**config.mk**
```make
export PLATFORM = sky130hd
export DESIGN_NAME = flash_status_reporter
export DESIGN_NICKNAME = d
export VERILOG_FILES = /design/src/verilog/flash_status_pkg.sv /design/src/verilog/bit_program_mask.sv /design/src/verilog/erase_window_timer.sv /design/src/verilog/flash_status_reporter.sv
export SDC_FILE = /design/constraint.sdc
export NUM_CORES = 1
export LEC_CHECK = 0
export BUFFER_PORTS_ARGS = -buffer_cell sky130_fd_sc_hd__buf_2
export CAP_MARGIN = 20
export CORE_MARGIN = 2
export CORE_UTILIZATION = 58
export DETAILED_ROUTE_END_ITERATION = 10
export GPL_TIMING_DRIVEN = 0
export HOLD_SLACK_MARGIN = 0.12
export PLACE_DENSITY = 0.95
export SETUP_SLACK_MARGIN = 0.02
export SYNTH_ARGS = -nofsm -noshare
export SYNTH_HDL_FRONTEND = slang
export SYNTH_SLANG_ARGS = --single-unit
```
**constraint.sdc**
```tcl
create_clock -name ref_clk -period 4.9 [get_ports ref_clk]
set_clock_uncertainty 0.05 [all_clocks]
set_input_delay 0.49 -clock ref_clk [delete_from_list [all_inputs] [get_ports ref_clk]]
set_output_delay 0.49 -clock ref_clk [all_outputs]
set_load 0.02 [all_outputs]
```
**src/verilog/flash_status_pkg.sv**
```systemverilog
// Overview of operation
// RULE1: host reads the status byte twice before judging toggling.
// RULE2: on completion toggling stops; next read returns array data.
// RULE3: toggling with timeout high: host rechecks; still toggling means reset.
// RULE4: host restarts the toggle check after other work.
// RULE5: host avoids other-bank reads between toggle reads, else polls.
// RULE6: timeout flag goes 1 past the pulse-count limit.
// RULE7: 0 to 1 requests masked silently; other bits still program.
// RULE8: after timeout host resets; bank returns to read or suspend-read.
// RULE9: window indicator 0 in acceptance window, 1 after; commands restart it.
// RULE10: chip erase skips the acceptance timer and indicator.
// RULE11: open window takes sector erases; closed takes only suspend.
// RULE12: host checks the indicator around each further sector erase.
// RULE13: host always inside the window may skip the indicator.
// RULE14: abort flag 1 on buffer abort until abort reset; else 0.
// RULE15: polling and sector toggle valid only at a valid address.
// RULE16: program suspend: own sector reads invalid, others array.
// RULE17: suspend-read selected sector: poll 1, toggle still, timeout 0, sector toggles.
// RULE18: buffer programming polls inverted bit 7 of the last loaded word.
// RULE19: embedded program polls inverted bit 7 of the programmed data.
// RULE20: embedded erase polls 0, then 1 on completion or suspend.
// RULE21: main toggle inverts on each busy-bank read while running.
// RULE22: sector toggle inverts only in sectors selected for erase.
// RULE23: status bits on data bits 7, 6, 5, 3, 2 and 1.
package flash_status_pkg;

    localparam int DATA_W    = 16;
    localparam int ADDR_W    = 16;
    localparam int SECTOR_W  = 4;
    localparam int BANK_W    = 4;
    localparam int PULSE_W   = 16;
    localparam int WINDOW_W  = 24;
    localparam int NUM_SECT_MAX = 1 << SECTOR_W;

    // ============
    // timing
    localparam int CLK_PERIOD_PS                = 5000;
    localparam int ERASE_ACCEPT_WINDOW_TIME_NS  = 50000;
    localparam int ERASE_ACCEPT_WINDOW_CYCLES   =
        (ERASE_ACCEPT_WINDOW_TIME_NS * 1000 + CLK_PERIOD_PS - 1) / CLK_PERIOD_PS;
    localparam int MAX_PULSE_COUNT              = 1024;

    // ============
    // status byte layout
    localparam int POLL_POS        = 7;
    localparam int TOGGLE_POS      = 6;
    localparam int TIMEOUT_POS     = 5;
    localparam int WINDOW_POS      = 3;
    localparam int SECT_TOGGLE_POS = 2;
    localparam int ABORT_POS       = 1;

    localparam logic [DATA_W-1:0] INVALID_READ_WORD = 16'hFFFF;
    localparam logic [DATA_W-1:0] RESET_WORD        = 16'h0000;

    // ============
    // types
    typedef enum logic [3:0] {
        ST_IDLE,
        ST_PROG,
        ST_PROG_SUSP,
        ST_BUF_PROG,
        ST_ERASE_WINDOW,
        ST_ERASE,
        ST_ERASE_SUSP,
        ST_ESP_PROG,
        ST_TIMEOUT,
        ST_BUF_ABORT
    } op_state_t;

    typedef struct packed {
        logic                prog;
        logic                buf_load;
        logic                buf_confirm;
        logic                sector_erase;
        logic                chip_erase;
        logic                erase_suspend;
        logic                erase_resume;
        logic                prog_suspend;
        logic                prog_resume;
        logic                reset;
        logic                buf_abort_reset;
        logic [BANK_W-1:0]   bank;
        logic [SECTOR_W-1:0] sector;
        logic [ADDR_W-1:0]   addr;
        logic [DATA_W-1:0]   data;
    } cmd_t;

    typedef struct packed {
        logic                valid;
        logic [BANK_W-1:0]   bank;
        logic [SECTOR_W-1:0] sector;
        logic [ADDR_W-1:0]   addr;
        logic [DATA_W-1:0]   array_data;
    } read_req_t;

    typedef struct packed {
        logic pulse_tick;
        logic op_done;
        logic buf_abort;
    } algo_event_t;

    typedef struct packed {
        logic                  running;
        logic [WINDOW_W-1:0]   count;
    } window_state_t;

    typedef struct packed {
        op_state_t             state;
        logic                  from_esp;
        logic                  erasing;
        logic [BANK_W-1:0]     bank;
        logic [SECTOR_W-1:0]   prog_sector;
        logic [ADDR_W-1:0]     prog_addr;
        logic                  poll_src;
        logic [NUM_SECT_MAX-1:0] erase_sel;
        logic [PULSE_W-1:0]    pulses;
        logic                  main_toggle;
        logic                  sect_toggle;
        logic [DATA_W-1:0]     rd_data;
        logic                  rd_valid;
        logic [DATA_W-1:0]     prog_target;
        logic                  prog_start;
        logic                  erase_start;
    } status_state_t;

    function automatic logic [DATA_W-1:0] status_word(input logic poll,
                                                      input logic tog,
                                                      input logic tmo,
                                                      input logic win,
                                                      input logic stog,
                                                      input logic abrt);
        logic [DATA_W-1:0] w;
        w                  = '0;
        w[POLL_POS]        = poll;
        w[TOGGLE_POS]      = tog;
        w[TIMEOUT_POS]     = tmo;
        w[WINDOW_POS]      = win;
        w[SECT_TOGGLE_POS] = stog;
        w[ABORT_POS]       = abrt;
        return w;
    endfunction

endpackage

```
**src/verilog/bit_program_mask.sv**
```systemverilog
`timescale 1ns/1ps
module bit_program_mask
    import flash_status_pkg::*;
(
    input  wire logic [DATA_W-1:0] cur_word,
    input  wire logic [DATA_W-1:0] req_word,
    output logic      [DATA_W-1:0] target_word,
    output logic      [DATA_W-1:0] masked_bits
);
    // a cell can only go 1 to 0; upward requests drop out quietly
    assign target_word = cur_word & req_word;  // [RULE7]
    assign masked_bits = req_word & ~cur_word;
endmodule

```
**src/verilog/erase_window_timer.sv**
```systemverilog
`timescale 1ns/1ps
module erase_window_timer
    import flash_status_pkg::*;
#(
    parameter int WINDOW_CYCLES = ERASE_ACCEPT_WINDOW_CYCLES
)(
    input  wire logic ref_clk,
    input  wire logic rst_b,
    input  wire logic restart,
    input  wire logic cancel,
    output logic      window_open,
    output logic      expired
);
    initial begin
        if (WINDOW_CYCLES < 1 || WINDOW_CYCLES >= (1 << WINDOW_W))
            $error("erase_window_timer: WINDOW_CYCLES out of range");
    end

    window_state_t s_q, s_d;

    always_comb begin
        s_d = s_q;
        if (cancel) begin
            s_d.running = 1'b0;
        end else if (restart) begin
            // each new sector erase command buys a full window again
            s_d.running = 1'b1;  // [RULE9]
            s_d.count   = WINDOW_W'(WINDOW_CYCLES - 1);
        end else if (s_q.running) begin
            if (s_q.count == '0) begin
                s_d.running = 1'b0;
            end else begin
                s_d.count = s_q.count - 1'b1;
            end
        end
    end

    always_ff @(posedge ref_clk or negedge rst_b) begin
        if (!rst_b) begin
            s_q <= '0;
        end else begin
            s_q <= s_d;
        end
    end

    assign window_open = s_q.running;
    assign expired     = s_q.running && s_q.count == '0 && !restart && !cancel;
endmodule

```
**src/verilog/flash_status_reporter.sv**
```systemverilog
`timescale 1ns/1ps
module flash_status_reporter
    import flash_status_pkg::*;
#(
    parameter int NUM_SECTORS   = NUM_SECT_MAX,
    parameter int MAX_PULSES    = MAX_PULSE_COUNT,
    parameter int WINDOW_CYCLES = ERASE_ACCEPT_WINDOW_CYCLES
)(
    input  wire logic          ref_clk,
    input  wire logic          rst_b,
    input  wire cmd_t          cmd,
    input  wire algo_event_t   evt,
    input  wire read_req_t     rd,
    input  wire logic [DATA_W-1:0] cur_word,
    output logic [DATA_W-1:0]  rd_data,
    output logic               rd_valid,
    output logic [DATA_W-1:0]  prog_target,
    output logic               prog_start,
    output logic               erase_start,
    output logic [NUM_SECT_MAX-1:0] erase_sectors,
    output op_state_t          op_state,
    output logic               busy
);
    initial begin
        if (NUM_SECTORS < 1 || NUM_SECTORS > NUM_SECT_MAX)
            $error("flash_status_reporter: NUM_SECTORS out of range");
        if (MAX_PULSES < 1 || MAX_PULSES >= (1 << PULSE_W))
            $error("flash_status_reporter: MAX_PULSES out of range");
    end

    status_state_t s_q, s_d;

    // ============
    // helpers
    logic [DATA_W-1:0] masked_target;
    logic              win_open;
    logic              win_expired;
    logic              win_restart;
    logic              win_cancel;

    bit_program_mask u_mask (
        .cur_word    (cur_word),
        .req_word    (cmd.data),
        .target_word (masked_target),
        .masked_bits ()
    );

    erase_window_timer #(
        .WINDOW_CYCLES (WINDOW_CYCLES)
    ) u_window (
        .ref_clk     (ref_clk),
        .rst_b       (rst_b),
        .restart     (win_restart),
        .cancel      (win_cancel),
        .window_open (win_open),
        .expired     (win_expired)
    );

    // the timer only serves sector erase, never chip erase
    assign win_restart = cmd.sector_erase &&
                         (s_q.state == ST_IDLE || s_q.state == ST_ERASE_WINDOW);  // [RULE10]
    assign win_cancel  = s_q.state != ST_ERASE_WINDOW && s_q.state != ST_IDLE;

    function automatic logic sector_ok(input logic [SECTOR_W-1:0] sec);
        return 32'(sec) < NUM_SECTORS;
    endfunction

    // ============
    // state update
    logic busy_bank_hit;
    logic sel_hit;

    always_comb begin
        s_d             = s_q;
        s_d.rd_valid    = 1'b0;
        s_d.prog_start  = 1'b0;
        s_d.erase_start = 1'b0;
        busy_bank_hit   = rd.bank == s_q.bank;
        sel_hit         = s_q.erase_sel[rd.sector];

        // ----- command and algorithm events
        unique case (s_q.state)
            ST_IDLE: begin
                if (cmd.prog || cmd.buf_load) begin
                    s_d.state       = cmd.prog ? ST_PROG : ST_BUF_PROG;
                    s_d.bank        = cmd.bank;
                    s_d.prog_addr   = cmd.addr;
                    s_d.prog_sector = cmd.sector;
                    // a masked bit never programs, so a word program polls what the cell will hold
                    s_d.poll_src    = cmd.prog ? masked_target[POLL_POS]  // [RULE19]
                                               : cmd.data[POLL_POS];  // [RULE18]
                    s_d.prog_target = cmd.prog ? masked_target : s_q.prog_target;  // [RULE7]
                    s_d.prog_start  = cmd.prog;
                    s_d.pulses      = '0;
                    s_d.from_esp    = 1'b0;
                    s_d.erasing     = 1'b0;
                end else if (cmd.sector_erase && sector_ok(cmd.sector)) begin
                    s_d.state     = ST_ERASE_WINDOW;
                    s_d.bank      = cmd.bank;
                    s_d.erase_sel = '0;
                    s_d.erase_sel[cmd.sector] = 1'b1;
                    s_d.pulses    = '0;
                    s_d.erasing   = 1'b1;
                end else if (cmd.chip_erase) begin
                    // straight into erase, no acceptance window
                    s_d.state       = ST_ERASE;  // [RULE10]
                    s_d.bank        = cmd.bank;
                    s_d.erase_sel   = NUM_SECT_MAX'((1 << NUM_SECTORS) - 1);
                    s_d.erase_start = 1'b1;
                    s_d.pulses      = '0;
                    s_d.erasing     = 1'b1;
                end
            end
            ST_BUF_PROG: begin
                if (evt.buf_abort) begin
                    s_d.state = ST_BUF_ABORT;  // [RULE14]
                end else if (cmd.buf_load) begin
                    // polling follows the last loaded location
                    s_d.prog_addr   = cmd.addr;  // [RULE18]
                    s_d.prog_sector = cmd.sector;
                    s_d.poll_src    = cmd.data[POLL_POS];  // [RULE18]
                end else if (cmd.buf_confirm) begin
                    s_d.prog_start = 1'b1;
                end
            end
            ST_ERASE_WINDOW: begin
                if (cmd.sector_erase && sector_ok(cmd.sector)) begin
                    s_d.erase_sel[cmd.sector] = 1'b1;  // [RULE11]
                end else if (win_expired) begin
                    s_d.state       = ST_ERASE;  // [RULE9]
                    s_d.erase_start = 1'b1;
                end
            end
            ST_ERASE: begin
                // every command but suspend is ignored while erasing
                if (cmd.erase_suspend) begin
                    s_d.state = ST_ERASE_SUSP;  // [RULE11]
                end
            end
            ST_ERASE_SUSP: begin
                if (cmd.erase_resume) begin
                    s_d.state = ST_ERASE;
                end else if (cmd.prog && !s_q.erase_sel[cmd.sector]) begin
                    s_d.state       = ST_ESP_PROG;
                    s_d.from_esp    = 1'b1;
                    s_d.prog_addr   = cmd.addr;
                    s_d.prog_sector = cmd.sector;
                    s_d.poll_src    = masked_target[POLL_POS];  // [RULE19]
                    s_d.prog_target = masked_target;  // [RULE7]
                    s_d.prog_start  = 1'b1;
                end
            end
            ST_PROG: begin
                if (cmd.prog_suspend) begin
                    s_d.state = ST_PROG_SUSP;
                end
            end
            ST_PROG_SUSP: begin
                if (cmd.prog_resume) begin
                    s_d.state = ST_PROG;
                end
            end
            ST_TIMEOUT: begin
                // reset lands in suspend-read when program ran under suspend
                if (cmd.reset) begin
                    s_d.state   = s_q.from_esp ? ST_ERASE_SUSP : ST_IDLE;  // [RULE8]
                    s_d.erasing = s_q.from_esp;
                end
            end
            ST_BUF_ABORT: begin
                // plain reset has no effect here
                if (cmd.buf_abort_reset) begin
                    s_d.state = ST_IDLE;  // [RULE14]
                end
            end
            ST_ESP_PROG: begin
            end
        endcase

        // ----- pulse budget and completion of running algorithms
        if (s_q.state == ST_PROG || s_q.state == ST_ESP_PROG || s_q.state == ST_ERASE ||
            (s_q.state == ST_BUF_PROG && !evt.buf_abort)) begin
            if (evt.op_done) begin
                s_d.state       = s_q.state == ST_ESP_PROG ? ST_ERASE_SUSP : ST_IDLE;  // [RULE2]
                s_d.main_toggle = 1'b0;
                s_d.sect_toggle = 1'b0;
                if (s_q.state != ST_ESP_PROG) begin
                    s_d.erase_sel = '0;
                end
            end else if (evt.pulse_tick) begin
                if (s_q.pulses == PULSE_W'(MAX_PULSES - 1)) begin
                    s_d.state = ST_TIMEOUT;  // [RULE6]
                end else begin
                    s_d.pulses = s_q.pulses + 1'b1;
                end
            end
        end

        // ----- read path
        if (rd.valid) begin
            s_d.rd_valid = 1'b1;
            s_d.rd_data  = rd.array_data;
            if (busy_bank_hit) begin
                unique case (s_q.state)
                    ST_PROG, ST_ESP_PROG, ST_BUF_PROG, ST_BUF_ABORT: begin
                        // poll value is only meaningful at the program address
                        s_d.main_toggle = ~s_q.main_toggle;  // [RULE21]
                        s_d.rd_data     = status_word(~s_q.poll_src,  // [RULE15]
                                                      ~s_q.main_toggle, 1'b0, 1'b0, 1'b0,
                                                      s_q.state == ST_BUF_ABORT);  // [RULE14]
                    end
                    ST_TIMEOUT: begin
                        s_d.main_toggle = ~s_q.main_toggle;  // [RULE21]
                        s_d.rd_data     = status_word(s_q.erasing ? 1'b0 : ~s_q.poll_src,
                                                      ~s_q.main_toggle, 1'b1,  // [RULE6]
                                                      1'b0, 1'b0, 1'b0);  // [RULE14]
                    end
                    ST_ERASE_WINDOW, ST_ERASE: begin
                        s_d.main_toggle = ~s_q.main_toggle;  // [RULE21]
                        if (sel_hit) begin
                            s_d.sect_toggle = ~s_q.sect_toggle;  // [RULE22]
                        end
                        s_d.rd_data = status_word(1'b0, ~s_q.main_toggle, 1'b0,  // [RULE20]
                                                  s_q.state == ST_ERASE,  // [RULE9]
                                                  sel_hit ? ~s_q.sect_toggle : s_q.sect_toggle,
                                                  1'b0);  // [RULE23]
                    end
                    ST_ERASE_SUSP: begin
                        if (sel_hit) begin
                            s_d.sect_toggle = ~s_q.sect_toggle;  // [RULE22]
                            s_d.rd_data     = status_word(1'b1, s_q.main_toggle, 1'b0, 1'b0,
                                                          ~s_q.sect_toggle, 1'b0);  // [RULE17]
                        end
                    end
                    ST_PROG_SUSP: begin
                        if (rd.sector == s_q.prog_sector) begin
                            s_d.rd_data = INVALID_READ_WORD;  // [RULE16]
                        end
                    end
                    ST_IDLE: begin
                    end
                endcase
            end
        end
    end

    always_ff @(posedge ref_clk or negedge rst_b) begin
        if (!rst_b) begin
            s_q       <= '0;
            s_q.state <= ST_IDLE;
        end else begin
            s_q <= s_d;
        end
    end

    // ============
    // outputs
    assign rd_data       = s_q.rd_data;
    assign rd_valid      = s_q.rd_valid;
    assign prog_target   = s_q.prog_target;
    assign prog_start    = s_q.prog_start;
    assign erase_start   = s_q.erase_start;
    assign erase_sectors = s_q.erase_sel;
    assign op_state      = s_q.state;
    assign busy          = s_q.state != ST_IDLE;
endmodule

```
## Yosys cells after proc, flatten, opt, wreduce, memory -nomap -nowiden

Index checks and enable logic that the tools add are counted.

| operators by class | value |
|---|---|
| add/subtract/negate cells | 2 |
| order comparisons | 3 |
| eq/ne operators | 23 |
| mux-type cells | 86 |
| bitwise operators | 6 |
| reduce and logical (&&, ||, !) cells | 34 |

Operators by type and width:

| cell | count |
|---|---|
| $mux W16 | 11 |
| $mux W21 | 5 |
| $pmux W16 S5 | 1 |
| $mux W17 | 4 |
| $mux W32 | 2 |
| $mux W4 | 16 |
| $pmux W16 S2 | 2 |
| $pmux W21 S3 | 1 |
| $mux W25 | 2 |
| $pmux W4 S9 | 1 |
| $mux W34 | 1 |
| $logic_not A24 Y1 | 1 |
| $mux W24 | 1 |
| $sub A24 B1 Y24 const B | 1 |
| $mux W1 | 21 |
| $mux W5 | 4 |
| $mux W19 | 1 |
| $mux W18 | 1 |
| $add A16 B1 Y16 const B | 1 |
| $and A16 B16 Y16 | 1 |
| $eq A16 B10 Y1 const B | 1 |
| $eq A4 B3 Y1 const B | 4 |
| $or A16 B16 Y16 | 1 |
| $ne A2 B2 Y1 const B | 6 |
| 30 further kinds | 64 |

| storage, ports and cells | value |
|---|---|
| bits in registers | 109 |
| input bits | 113 |
| output and inout port bits | 56 |
| word-level logic and storage cells | 171 |

## Logic depth before layout (Yosys ltp)

| depth | value |
|---|---|
| depth after elaboration | 15 |
| depth in mapped cells | 11 |
| mapped depth without buffers | 9 |

## By module

From an unflattened synthesis, not the netlist that was laid out.

| second synthesis, totals | value |
|---|---|
| cells, all modules | 758 |
| area total of the unflattened synthesis | 6791.5 µm² |

By module, submodules not included:

| module | instances | cells an instance | area an instance (µm²) | seq. area each (µm²) |
|---|---|---|---|---|
| flash_status_reporter | 1 | 545 | 5017.3 | 2102.0 |
| erase_window_timer | 1 | 181 | 1574.0 | 625.6 |
| bit_program_mask | 1 | 32 | 200.2 | 0.0 |

## Worst setup path after synthesis

Ideal clock, no wire load.

| timing | value |
|---|---|
| path kind | input -> register |
| start point | input port cmd[32] (netlist name) |
| end point | register s_q[87] (netlist name) |
| library setup time | 0.125 ns |
| arrival | 2.295 ns |
| required time | 4.725 ns |
| slack | 2.430 ns |
| stages | 7 |
| path buffers | 1 |
| path through | buf_6 > mux4_1 > mux4_2 > nand2b_4 > o21ai_4 > nand2_4 > mux2_4 |

| between the ends | value |
|---|---|
| cells in the longest elaborated chain, start to end | 6 |

Ends and longest elaborated chain:

| what | line | RTL |
|---|---|---|
| start, declared | flash_status_reporter.sv:11 | `input wire cmd_t cmd,` |
| $bmux W1 S4 | flash_status_reporter.sv:143 | `end else if (cmd.prog && !s_q.erase_sel[cmd.sector]) begin` |
| $mux W1 (not written as such) | flash_status_reporter.sv:143 |  |
| $logic_not A1 Y1 | flash_status_reporter.sv:143 |  |
| $logic_and A1 B1 Y1 | flash_status_reporter.sv:143 |  |
| $ne A2 B2 Y1 (no source line) | - |  |
| $reduce_and A6 Y1 (no source line) | - |  |
| end, declared | flash_status_reporter.sv:31 | `status_state_t s_q, s_d;` |

No other way between the ends. The select of a mux whose other input is x is not followed.
A chain may end at the register's enable or synchronous reset.

==> summary.md <==
| Metric | Value |
|---|---|
| Fill count | 841 |
| Clk slew on worst S/H paths | 110 ps |
| Number of port buffers | 130 |
| Maximum VDD drop | 0.324 mV |
| GRT Total Usage | 26.9% |
| Power Dens Cells | 534 mW/mm^2 |
| Worst Hold Class | input pin to asynchronous set/reset pin |
| Critical path's most frequent cell | clkbuf_1 |
| Hold Vio Cnt, Final | 0 |
| DRT iter0 DRCs | 580 |
| Yosys warns | 0 |
| Pre-Repair DR Iteration Count | 7 |
| Worst Tran Pin Value | 839 ps |
| GR Overflow Total | 0 |
| Number of enable flip-flop cells after synthesis | 0 |
| Yosys reg bits | 109 |
| Core area | 0.0108 sq mm |
| Cell Rows | 38 |
| Post-synth top area share | 42.4% |
| Post-CTS sizing | 0 |
| Leakage | 0.00359 uW |
| Crit path max-delay cell type | clkbuf_1 |
| CTS Sinks | 109 |
| Worst Setup Path Type | register to register |
| Unrepaired setup endpoints after global routing | false |
| CP Capture Type | register |
| Post-synth top flop | dfrtp_1 |
| DIE AREA | 0.0120 sq mm |
| Root buffer cell | clkbuf_8 |
| Top cells by area, synth | dfrtp_1 42%, buf_4 6.1%, nand2_1 5.4% |
| Ratio of cells with drive above 1 in the final layout | 26.9% |
| Initial antenna violation count | 0 |
| Total Routed Length | 16100 microns |
| Largest family of logic cells by synthesized area | simple AND/OR/NAND/NOR gates |
| Avg Inst Size Synth | 8.87 sq um |
| Mapped Nets | 842 |
| CTS Buf Count | 9 |
| RD Place Congestion | 0.972 |
| Clk buf depth | 2 |
| DR DRC count | 0 |
| Die height | 109 microns |
| Initial Util | 59.4% |
| Crit path DAT | 3310 ps |
| Clk Latency, worst-skew pair | 380 ps |
| Compound-Gate Fraction of Synth Area | 16.8% |
| DP HPWL | 11900 microns |
| Dpl ws | 1990 ps |
| CP startpoint kind | register |
| Post-synthesis mux area share | 5.21% |
| P&R area growth vs syn | 16.4% |
| Post-synthesis sequential area ratio | 42.4% |
| Fin crit share | 62.6% |
| Crit-path cells | clkbuf_1 -> nor2_1 -> nand2_1 -> nor3_1 -> and3b_1 -> clkbuf_1 -> clkbuf_1 -> o21ai_0 -> a21oi_1 |
| Required time worst endpoint | 5140 ps |
| Delay-heaviest family, CP | simple AND/OR/NAND/NOR gates |
| Via density | 5.81 |
| Setup violators final | 0 |
| Vias | 5886 |
| H-tree Lvls | 3 |
| WL/cell | 15.9 microns |
| Max-cap violations | 0 |
| CTS Hold Buffers Added | 0 |
| Syn Inst Count | 726 |
| Vias in the first global route | 5327 |
| Fin crit period | 3070 ps |
| Worst path max stage delay | 410 ps |
| Buf/Inv on CP | 3 |
| Post-synth cell types | 68 |
| Post-Synth Adder-Cell Area | 0.583% |
| Post-Synth Simple-Gate Area | 21.3% |
| Largest net degree at the start of global routing | 56 |
| Max Fclk | 0.326 GHz |
| Status | completed |
| Setup Total Neg Slack | 0 ps |
| Pins Over Slew Limit | 0 |
| CTS tree | built |
| FFs w/ async S/R, synth | 100% |
| Post-Synth XOR/XNOR Area | 3.54% |
| Mapped Area | 0.00644 sq mm |
| Post-CTS Setup Inserts | 0 |
| Final nets | 984 |
| Final worst slack | 1830 ps |
| Die X-Extent | 109 microns |
| Cell taking the most area after synthesis | dfrtp_1 |
| DRT antenna net count | 0 |
| Worst Path Max Fanout | 10 |
| Diode count | 0 |
| Slew margin rel. | 43.6% |
| I/O pin count | 169 |
| First-pass GRT wire length | 25400 microns |
| Reg2Reg Setup Slack | 1830 ps |
-- through the flow --
step                      power [uW]  utilization (%)  instances  instance area (sq um)  hold WS [ps]
after floorplan                 2850                -        726                   6440           144
after global placement          3350             67.0        996                   7260           414
after detailed placement        3410             67.3        997                   7290           424
after CTS                       3980             69.1       1013                   7500           121
after global routing            4250             69.1       1013                   7500           159
final                           4010             69.1       1013                   7500          98.2
-- layout by cell type (no fill, tap or decap), types with 4 or more instances in the layout --
master    instances
buf_2           136
dfrtp_1         109
nand2_1          93
o21ai_0          67
buf_4            53
nor2_1           52
a21oi_1          40
clkbuf_1         27
inv_1            26
nand3_1          25
xor2_1           21
nor3_1           19
nand2b_1         14
or3_1            11
or2_2            11
o221ai_1         11
nor4_1           10
clkbuf_8         10
nor2b_1           8
mux2i_1           8
a31oi_1           8
o31ai_1           7
nand4_1           6
o211ai_1          6
xnor2_1           5
mux4_1            4
or4_1             4
mux2_4            4
a211oi_1          4
-- kinds of logic after synthesis --
family,Yosys count
buf+inv,117
fa+ha+maj,3
xor+xnor,26
compound gates,174
flops,109
simple gates,276
mux,21
-- layout make-up --
cell class / instances / area (sq um) / area share (%)
timing repair buffer: 131 / 681 / 9.08
clock inverter: 5 / 60.1 / 0.801
tap: 140 / 175 / 2.34
multi-input combinational: 500 / 3050 / 40.7
buffer: 90 / 557 / 7.43
inverter: 27 / 101 / 1.35
clock buffer: 11 / 141 / 1.89
sequential: 109 / 2730 / 36.4
-- cells in the mapped netlist, types with 3 or more instances --
master,n
nand2b_1,14
nand2_1,93
o221ai_1,11
buf_2,7
clkbuf_1,26
xor2_1,21
a31oi_1,8
nand4_1,6
and3_1,3
mux4_1,4
nor2b_1,8
nor4_1,10
mux2_4,4
a21oi_1,40
nand3_1,25
dfrtp_1,109
or3_1,11
o211ai_1,6
ha_1,3
nor2_1,52
o31ai_1,7
nand4b_1,3
a211oi_1,4
or2_2,11
inv_1,26
o2bb2ai_1,3
xnor2_1,5
nor3_1,19
o22ai_1,3
nand3b_1,3
buf_4,52
a32oi_1,3
buf_1,3
and2_1,3
o21ai_0,67
mux2i_1,8
or4_1,4
mux4_2,3
-- routing by layer --
layer	wire, microns	GRT usage, %	vias up
met5	0	0	-
met4	433	10.1	0
met3	1540	4.80	45
met2	7350	42.6	314
met1	6790	37.0	2739
li1	-	-	2788
-- flip-flops by register name, summed over array words and instances (netlist names) --
signal / count
erase_sectors: 16
erase_start: 1
op_state: 4
prog_start: 1
prog_target: 16
rd_data: 16
rd_valid: 1
s_q: 29
u_window.s_q: 24
u_window.window_open: 1
-- power by group --
part	internal [uW]	switching (uW)	leakage, uW
clock	252	313	0.0000995
combinational	841	1180	0.00206
sequential	1180	241	0.00143
total	2270	1730	0.00359
-- final timing paths --
path,startpoint,end,cells after the start
setup / recovery,op_state[1],erase_sectors[11],9
min in group ref_clk,rd[40],rd_valid,1
hold / removal,rst_b,u_window.s_q[13],1
setup reg to reg,op_state[1],erase_sectors[11],9
hold reg to reg,prog_target[0],prog_target[0],2
max in group asynchronous,rst_b,s_q[50],2
(Power assumes the default switching activity.)
